File: src/sram_ctrl_defines.svh
// timing constants and pin widths for the static memory controller
// assumes a 10 MHz system clock; all strobes are driven from flops
// Operation
// - write happens while select and write strobe are both low
// - read happens with select and output enable low, strobe high
// - write ends at first rising of select or strobe; data timed there
// - read address must be valid no later than select falling
// - controller must not drive data while device outputs still on
// - write address stable 7/8/10 ns before write end
// - write data valid 5/6/8 ns before write end
// - address may change at write end, no hold needed
`ifndef SRAM_CTRL_DEFINES_SVH
`define SRAM_CTRL_DEFINES_SVH

`define ADDR_W            17
`define DATA_W            8
`define CLK_PERIOD_NS     100
// address-to-data access per grade, ns
`define ACCESS_NS_G0      10
`define ACCESS_NS_G1      12
`define ACCESS_NS_G2      15
// write address set-up per grade, ns
`define ADDR_SETUP_NS_G0  7
`define ADDR_SETUP_NS_G1  8
`define ADDR_SETUP_NS_G2  10
// write data set-up per grade, ns
`define DATA_SETUP_NS_G0  5
`define DATA_SETUP_NS_G1  6
`define DATA_SETUP_NS_G2  8
// output disable after enable high per grade, ns
`define HIGHZ_NS_G0       5
`define HIGHZ_NS_G1       6
`define HIGHZ_NS_G2       7

`endif

File: src/sram_ctrl_pkg.sv
// types for the static memory controller
// assumes sram_ctrl_defines.svh gives the widths
`include "sram_ctrl_defines.svh"

package sram_ctrl_pkg;

  typedef enum logic [1:0] {
    GRADE_10,
    GRADE_12,
    GRADE_15
  } speed_grade_t;

  typedef enum {
    ST_IDLE,
    ST_RD_SETUP,
    ST_RD_WAIT,
    ST_WR_SETUP,
    ST_WR_PULSE,
    ST_WR_END
  } ctrl_state_t;

endpackage : sram_ctrl_pkg

File: src/sram_ctrl.sv
// host-side controller for an asynchronous 128k x 8 static memory
// assumes one 10 MHz clock; user requests are synchronous single words
`timescale 1ns/1ns
`include "sram_ctrl_defines.svh"

module sram_ctrl
  import sram_ctrl_pkg::*;
#(
  parameter speed_grade_t GRADE = GRADE_10
)
(
  input  wire logic                 clk_sys,
  input  wire logic                 resetn,
  input  wire logic                 req_valid,
  input  wire logic                 req_write,
  input  wire logic [`ADDR_W-1:0]   req_addr,
  input  wire logic [`DATA_W-1:0]   req_wdata,
  output      logic                 req_ready,
  output      logic                 rsp_valid,
  output      logic [`DATA_W-1:0]   rsp_rdata,
  output      logic [`ADDR_W-1:0]   address_lines,
  output      logic                 select_n,
  output      logic                 out_enable_n,
  output      logic                 write_strobe_n,
  input  wire logic [`DATA_W-1:0]   data_lines_in,
  output      logic [`DATA_W-1:0]   data_lines_out,
  output      logic                 data_lines_oe_n
);

  // ------------------------------------------------------------------
  // timing per grade
  // ------------------------------------------------------------------
  function automatic int pick(input speed_grade_t g, input int a,
                              input int b, input int c);
    case (g)
      GRADE_10: pick = a;
      GRADE_12: pick = b;
      GRADE_15: pick = c;
      default:  pick = c;
    endcase
  endfunction : pick

  function automatic int cyc_up(input int ns);
    int c;
    c = (ns + `CLK_PERIOD_NS - 1) / `CLK_PERIOD_NS;
    cyc_up = (c < 1) ? 1 : c;
  endfunction : cyc_up

  // one grade for every delay
  localparam int ACC_NS  = pick(GRADE, `ACCESS_NS_G0, `ACCESS_NS_G1,
                                `ACCESS_NS_G2);
  localparam int AS_NS   = pick(GRADE, `ADDR_SETUP_NS_G0,
                                `ADDR_SETUP_NS_G1, `ADDR_SETUP_NS_G2);
  localparam int DS_NS   = pick(GRADE, `DATA_SETUP_NS_G0,
                                `DATA_SETUP_NS_G1, `DATA_SETUP_NS_G2);
  localparam int HZ_NS   = pick(GRADE, `HIGHZ_NS_G0, `HIGHZ_NS_G1,
                                `HIGHZ_NS_G2);
  localparam int RD_CYC  = cyc_up(ACC_NS);
  localparam int WR_CYC  = cyc_up((AS_NS > DS_NS) ? AS_NS : DS_NS);
  localparam int HZ_CYC  = cyc_up(HZ_NS);
  localparam int CNT_W   = 4;

  // ------------------------------------------------------------------
  // state
  // ------------------------------------------------------------------
  ctrl_state_t          state_r;
  ctrl_state_t          state_nxt;
  logic [CNT_W-1:0]     cnt_r;
  logic [CNT_W-1:0]     cnt_nxt;
  logic [`ADDR_W-1:0]   addr_r;
  logic [`DATA_W-1:0]   wdata_r;
  logic                 sel_n_r;
  logic                 oe_n_r;
  logic                 we_n_r;
  logic                 drive_n_r;
  logic                 rsp_valid_r;
  logic [`DATA_W-1:0]   rdata_r;

  wire                  cnt_done = (cnt_r == '0);
  wire                  take     = req_valid && req_ready;
  wire                  rd_cap   = (state_r == ST_RD_WAIT) && cnt_done;

  assign req_ready       = (state_r == ST_IDLE);
  assign rsp_valid       = rsp_valid_r;
  assign rsp_rdata       = rdata_r;
  assign address_lines   = addr_r;
  assign select_n        = sel_n_r;
  assign out_enable_n    = oe_n_r;
  assign write_strobe_n  = we_n_r;
  assign data_lines_out  = wdata_r;
  assign data_lines_oe_n = drive_n_r;

  // ------------------------------------------------------------------
  // next state
  // ------------------------------------------------------------------
  always_comb
  begin
    state_nxt = state_r;
    cnt_nxt   = cnt_done ? cnt_r : cnt_r - 1'b1;
    case (state_r)
      ST_IDLE:
        if (req_valid)
        begin
          // address set before select falls
          state_nxt = req_write ? ST_WR_SETUP : ST_RD_SETUP;
          cnt_nxt   = req_write ? CNT_W'(HZ_CYC) : '0;
        end
      ST_RD_SETUP:
      begin
        state_nxt = ST_RD_WAIT;
        cnt_nxt   = CNT_W'(RD_CYC); // access delay
      end
      ST_RD_WAIT:
        if (cnt_done)
          state_nxt = ST_IDLE;
      ST_WR_SETUP:
        // bus left idle long enough for device outputs to float
        if (cnt_done)
        begin
          state_nxt = ST_WR_PULSE;
          cnt_nxt   = CNT_W'(WR_CYC); // set-up before write end
        end
      ST_WR_PULSE:
        if (cnt_done)
          state_nxt = ST_WR_END;
      ST_WR_END:
        state_nxt = ST_IDLE;
      default:
        state_nxt = ST_IDLE;
    endcase
  end

  // ------------------------------------------------------------------
  // state and counter
  // ------------------------------------------------------------------
  // counter loads on phase entry and holds at zero
  always_ff @(posedge clk_sys)
  begin
    if (!resetn)
    begin
      state_r <= ST_IDLE;
      cnt_r   <= '0;
    end
    else
    begin
      state_r <= state_nxt;
      cnt_r   <= cnt_nxt;
    end
  end

  // ------------------------------------------------------------------
  // request capture
  // ------------------------------------------------------------------
  // one word in flight, so the latch is free while idle
  always_ff @(posedge clk_sys)
  begin
    if (!resetn)
    begin
      addr_r  <= '0;
      wdata_r <= '0;
    end
    else if (take)
    begin
      addr_r  <= req_addr;  // held through write end
      wdata_r <= req_wdata; // stands well before write end
    end
  end

  // ------------------------------------------------------------------
  // read response
  // ------------------------------------------------------------------
  // pulse lasts one cycle; the byte stands until the next read or reset
  always_ff @(posedge clk_sys)
  begin
    if (!resetn)
    begin
      rdata_r     <= '0;
      rsp_valid_r <= 1'b0;
    end
    else
    begin
      rsp_valid_r <= rd_cap;
      if (rd_cap)
        rdata_r <= data_lines_in; // sampled after full access
    end
  end

  // ------------------------------------------------------------------
  // pin decode
  // ------------------------------------------------------------------
  // pins follow the next state, so every strobe leaves a flop
  wire                  rd_phase_nxt = (state_nxt == ST_RD_WAIT);
  wire                  wr_phase_nxt = (state_nxt == ST_WR_PULSE);
  wire                  wr_tail_nxt  = (state_nxt == ST_WR_END);
  // select low for read or write overlap
  wire                  sel_n_nxt    = !(rd_phase_nxt || wr_phase_nxt);
  // read enable, strobe high
  wire                  oe_n_nxt     = !rd_phase_nxt;
  // strobe low; rises with select to end write
  wire                  we_n_nxt     = !wr_phase_nxt;
  // drive data only with output enable high
  wire                  drive_n_nxt  = !(wr_phase_nxt || wr_tail_nxt);

  // ------------------------------------------------------------------
  // pin strobes
  // ------------------------------------------------------------------
  // all four control pins park high: deselect keeps the device in standby
  always_ff @(posedge clk_sys)
  begin
    if (!resetn)
    begin
      sel_n_r   <= 1'b1; // deselected, device in standby
      oe_n_r    <= 1'b1;
      we_n_r    <= 1'b1;
      drive_n_r <= 1'b1;
    end
    else
    begin
      sel_n_r   <= sel_n_nxt;
      oe_n_r    <= oe_n_nxt;
      we_n_r    <= we_n_nxt;
      drive_n_r <= drive_n_nxt;
    end
  end

endmodule : sram_ctrl

File: config.mk
export PLATFORM = sky130hd
export DESIGN_NAME = sram_ctrl
export DESIGN_NICKNAME = d
export VERILOG_FILES = /design/src/sram_ctrl_pkg.sv /design/src/sram_ctrl.sv
export VERILOG_INCLUDE_DIRS = /design/src /design/src/src
export SDC_FILE = /design/constraint.sdc
export NUM_CORES = 1
export LEC_CHECK = 0
export ABC_AREA = 1
export BUFFER_PORTS_ARGS = -buffer_cell sky130_fd_sc_hd__clkbuf_2
export CAP_MARGIN = 20
export CORE_MARGIN = 1.5
export CORE_UTILIZATION = 50
export CTS_CLUSTER_SIZE = 14
export DETAILED_ROUTE_END_ITERATION = 8
export GPL_TIMING_DRIVEN = 0
export PLACE_DENSITY_LB_ADDON = 0.1
export REMOVE_ABC_BUFFERS = 1
export SKIP_LAST_GASP = 1
export SLEW_MARGIN = 20
export SYNTH_ARGS = -nofsm -noshare
export SYNTH_HDL_FRONTEND = slang
export SYNTH_SLANG_ARGS = --single-unit
export TNS_END_PERCENT = 10
File: constraint.sdc
create_clock -name clk_sys -period 2.58 [get_ports clk_sys]
set_input_delay 0.516 -clock clk_sys [delete_from_list [all_inputs] [get_ports clk_sys]]
set_output_delay 0.516 -clock clk_sys [all_outputs]
set_load 0.01 [all_outputs]
# Yosys cells after proc, flatten, opt, wreduce, memory -nomap -nowiden
# Cells that the tools add are included.
[classes] add_sub_neg=1 mul=0 div=0 n_lt_le_gt_ge=0 eq_ne=8 shift=0 muxes=11 bitwise=0 n_reduce_logical=11
[ops] op="$pmux 32 s5" n=1
[ops] op="$mux 32" n=4
[ops] op="$eq 32x3->1 const B" n=3
[ops] op="$eq 32x2->1 const B" n=2
[ops] op="$eq 32x4->1 const B" n=2
[ops] op="$logic_not 32->1" n=2
[ops] op="$eq 32x1->1 const B" n=1
[ops] op="$mux 4" n=3
[ops] op="$pmux 4 s3" n=1
[ops] op="$logic_not 1->1" n=4
[ops] op="$logic_not 4->1" n=1
[ops] op="$sub 4x1->4 const B" n=1
[ops] op="$logic_and 1x1->1" n=2
[ops] op="$logic_or 1x1->1" n=2
[ops] op="$mux 2" n=1
[ops] op="$mux 1" n=1
[totals] ff_bits=74 latchBits=0 ram_bits=0 rom_bits=0 in_bits=37 output_inout_bits=39 elab_cells=41 n_memories=0

# Longest topological paths before layout
[depth] ltp_word=6 depth_mapped=13 ltp_nobuf=13

# Least setup slack after synthesis
# No wires, ideal clock.
[synth_path] path_kind="register -> register" start="register cnt_r[0]" end="register cnt_r[0]" setup_time_ps=119 t_arrival_ps=1398 required_ps=2461 path_slack_ps=1063 path_stages_with_launch=9 n_path_buf=0 period_less_slack_ps=1517 path_cell_list="dfxtp_1 -> inv_1 -> ha_1 -> nand2_2 -> ha_1 -> o21a_1 -> o2bb2ai_1 -> nor2_1 -> a21oi_1"
[synth_via] elab_chain_len=4 elab_cells_between_ends=6 classes_between="add/sub: 1; mux: 4; reduce/logical: 1"
[synth_rtl] item="start, declared" line_no="sram_ctrl.sv:68" rtl="logic [CNT_W-1:0] cnt_r;"
[synth_rtl] item="start signal, assigned" line_no="sram_ctrl.sv:147" rtl="cnt_r <= cnt_nxt;"
[synth_rtl] item="$sub 4x1->4 / $logic_not 4->1 (equally long branches)" line_no="sram_ctrl.sv:99, sram_ctrl.sv:79"
[synth_rtl] item="$mux 4" line_no="sram_ctrl.sv:99" rtl="cnt_nxt = cnt_done ? cnt_r : cnt_r - 1'b1;"
[synth_rtl] item="$mux 4, on equally long branches" line_no="sram_ctrl.sv:118, sram_ctrl.sv:102"
[synth_rtl] item="$pmux 4 s3 *" line_no="sram_ctrl.sv:100" rtl="case (state_r)"
# Mark *: on every way between the ends. The rest lies on a longest branch, timed or not.
# A chain may end at the register's enable or synchronous reset.

# Final worst setup path
[layout_path] start="register state_r[31]" end="output port req_ready"
[layout_via] elab_chain_len=1
[layout_rtl] item="start, declared" line_no="sram_ctrl.sv:66" rtl="ctrl_state_t state_r;"
[layout_rtl] item="start signal, assigned" line_no="sram_ctrl.sv:146" rtl="state_r <= state_nxt;"
[layout_rtl] item="$logic_not 32->1" line_no="sram_ctrl.sv:83" rtl="assign req_ready = (state_r == ST_IDLE);"
[layout_rtl] item="end, declared" line_no="sram_ctrl.sv:18" rtl="output logic req_ready,"
# Every way passes these cells.

==> results.sh <==
export IMPL_r2r_start="state_r[31]$_SDFF_PN0_"
export IMPL_finalHoldViolations=0
export IMPL_cts_root_buf="clkbuf_8"
export IMPL_endpoint="req_ready"
export IMPL_first_pass_iters=4
export IMPL_nets=454
export IMPL_hold_path_class="input pin to register"
export IMPL_end_kind="primary output"
export IMPL_cts_buffer_depth=2
export IMPL_hold_ws_ps=401.9
export IMPL_rsz0062_at_grt="false"
export IMPL_syn_cell_area_sq_um=2560
export IMPL_drt_iter0_drc=100
export IMPL_finalWirelength_mm=4.787
export IMPL_setup_viol=0
export IMPL_rrSetupSlack_ps=850
export IMPL_power_density_nw_per_um2=663.5
export IMPL_max_stage_delay_ps=310
export IMPL_crit_start="state_r[31]$_SDFF_PN0_"
export IMPL_slew_headroom=0.5363
export IMPL_antenna_found_initial=0
export IMPL_crit_slowest_cell="dfxtp_1"
export IMPL_wl_per_cell_microns=9.830
export IMPL_area_delta_synth_final_pct=27.42
export IMPL_worstPathCellList="nor2_1, nand2_1, nor2_1, nand2_2, nor2_4, clkbuf_2"
export IMPL_initial_utilization=0.5314
export IMPL_synth_seq_cells=74
export IMPL_htree_num_levels=3
export IMPL_p_leak_uw=0.001547
export IMPL_crit_fanout=6
export IMPL_fmax_ghz=0.5009
export IMPL_die_h_microns=74.56
export IMPL_cp_top_family="simple AND/OR/NAND/NOR gates"
export IMPL_core_area_sq_um=4817
export IMPL_min_period_over_period=0.7738
export IMPL_die_area_sq_um=5558
export IMPL_tightest_slew_ps=695.6
export IMPL_path_class="register to primary output"
export IMPL_cts_tree="built"
export IMPL_ctsHoldBuffers=0
export IMPL_clk_insertion_delay_late_ps=340
export IMPL_dp_hpwl_mm=3.286
export IMPL_worst_endpoint_required_ps=2060
export IMPL_grt_pass1_wl_mm=7.810
export IMPL_vdd_drop_max_uv=451.1
export IMPL_fin_setup_tns_ps=0
export IMPL_final_common_cell="nor2_1"
export IMPL_syn_inst=309
export IMPL_postCtsResizedCells=0
export IMPL_p_total_uw=2164
export IMPL_drive_above_1_share=0.2571
export IMPL_num_vias=2124
export IMPL_io_buffers=75
export IMPL_cp_common_cell="nor2_1"
export IMPL_synth_cell_types=31
export IMPL_io_pins=76
export IMPL_regToRegEndpoint="data_lines_oe_n$_SDFF_PN1_"
export IMPL_drv_slew=0
export IMPL_ant_nets=0
export IMPL_placed_cell_area_sq_um=3077
export IMPL_cp_num_buf_inv=1
export IMPL_cts_made_buffers=9
export IMPL_die_width_microns=74.56
export IMPL_outcome="completed"
export IMPL_post_cts_setup_buffers=0
export IMPL_max_cap_violations=0
export IMPL_overflow=0
export IMPL_grt_total_usage=0.1877
export IMPL_avgSynthCellArea_sq_um=8.285
export IMPL_drt_drc_violations_left=0
export IMPL_yosys_warnings=0
export IMPL_cp_arrival_ps=1480
export IMPL_grt_pass1_vias=1839
export IMPL_path_depth=6
export IMPL_fill_cells=454
export IMPL_diodes=0
export IMPL_seq_area_frac_synth=0.5787
export IMPL_vias_per_cell=4.361
export IMPL_clock_sinks=74
export IMPL_layout_common_cells="nor2_1, clkbuf_2, dfxtp_1"
export IMPL_grt_start_max_net_pins=41
export IMPL_period_minus_slack_ps=1996
export IMPL_critPathLaunchType="register"
export IMPL_place_gp_congestion=0.8295
export IMPL_std_cell_rows=25
export IMPL_r2r_cells=10
export IMPL_fin_skew_ps=9.057
export IMPL_clk_pin_slew_ps=80
export IMPL_final_area_sq_um=3262
[cell type report]
| class | count | area (sq um) | area share |
|---|---|---|---|
| clock buffer | 10 | 127.6 | 0.03913 |
| multi-input combinational | 233 | 1049 | 0.3214 |
| tap | 67 | 83.83 | 0.02570 |
| sequential | 74 | 1481 | 0.4542 |
| timing repair buffer | 75 | 375.4 | 0.1151 |
| inverter | 22 | 87.58 | 0.02685 |
| clock inverter | 6 | 57.56 | 0.01764 |
[synthesized netlist by cell type]
cell type  number  area [sq um]
nor2_1        100         375.4
dfxtp_1        74          1481
nand2_1        31         116.4
o21ai_1        21         105.1
inv_1          17         63.81
o21ai_0        15         75.07
nand3_1         8         40.04
a21oi_1         4         20.02
clkbuf_1        4         15.01
inv_2           4         15.01
nor2_4          4         45.04
nand2_2         3         18.77
buf_2           2         10.01
buf_6           2         22.52
ha_1            2         25.02
nand4_1         2         12.51
nor2_2          2         12.51
a21boi_1        1         7.510
a31oi_1         1         6.260
clkinv_4        1         8.760
conb_1          1         3.750
nand2_4         1         11.26
nand3_2         1         10.01
nor3_1          1         5.000
o211ai_1        1         7.510
o21a_1          1         7.510
o21ai_2         1         8.760
o2bb2ai_1       1         8.760
or2_0           1         6.260
or2_2           1         6.260
xor2_1          1         8.760
[where the power goes]
| part | internal (uW) | leakage [uW] | switching, uW |
|---|---|---|---|
| combinational | 59.9 | 0.000844 | 86.8 |
| clock | 440 | 0.0000958 | 393 |
| sequential | 1170 | 0.000607 | 11.4 |
[through the flow]
stage                 util  std cells  setup slack, ps
detailed placement  0.6387        471            793.7
global route        0.6771        487            461.8
floorplan                -        329             1063
finish              0.6771        487            583.6
CTS                 0.6771        487            550.6
global placement    0.6387        471            800.8
[how the worst min path moves through the flow]
| stage | depth (start not counted) | end | slack [ps] | startpoint |
|---|---|---|---|---|
| 2_1_floorplan | 2 | cnt_r[1]$_SDFF_PN0_ | 480 | cnt_r[1]$_SDFF_PN0_ |
| 3_3_place_gp | 2 | data_lines_out[4]$_SDFFE_PN0P_ | 460 | data_lines_out[4]$_SDFFE_PN0P_ |
| 3_5_place_dp | 2 | address_lines[8]$_SDFFE_PN0P_ | 470 | address_lines[8]$_SDFFE_PN0P_ |
| 4_1_cts | 3 | rsp_rdata[0]$_SDFFE_PN0P_ | 390 | data_lines_in[0] |
| 5_1_grt | 3 | address_lines[8]$_SDFFE_PN0P_ | 400 | req_addr[8] |
| 6_report | 3 | rsp_rdata[0]$_SDFFE_PN0P_ | 400 | data_lines_in[0] |
[registers in the layout (all words and copies together) (netlist names)]
name,flops
rsp_rdata,8
write_strobe_n,1
select_n,1
state_r,32
data_lines_out,8
address_lines,17
cnt_r,4
rsp_valid,1
data_lines_oe_n,1
out_enable_n,1
[worst register-to-register path, stage by stage (launching register included)]
cell	delay, ps
dfxtp_1	310
nor2_1	110
nand2_1	70
nor2_1	120
nand2_2	150
nor2_4	220
nand2_4	230
nand3_1	200
nand4_1	110
nand2_1	90
inv_1	40
[cells by family after synthesis]
group                    share of synthesized area
other                                     0.001465
XOR/XNOR                                  0.003422
AO/OA/AOI/OAI                              0.09629
buffers and inverters                      0.05278
flip-flops                                  0.5787
AND/OR/NAND/NOR                             0.2576
adder cells (fa/ha/maj)                   0.009774
[per-layer routing]
metal / vias up / global-route usage / routed length (microns)
met3: 5 / 0.07182 / 355
met1: 884 / 0.2336 / 2255
met2: 72 / 0.2907 / 2107
met5: - / 0 / 0
met4: 0 / 0.08283 / 68
li1: 1163 / - / -
Power figures use the tool's default switching activity.
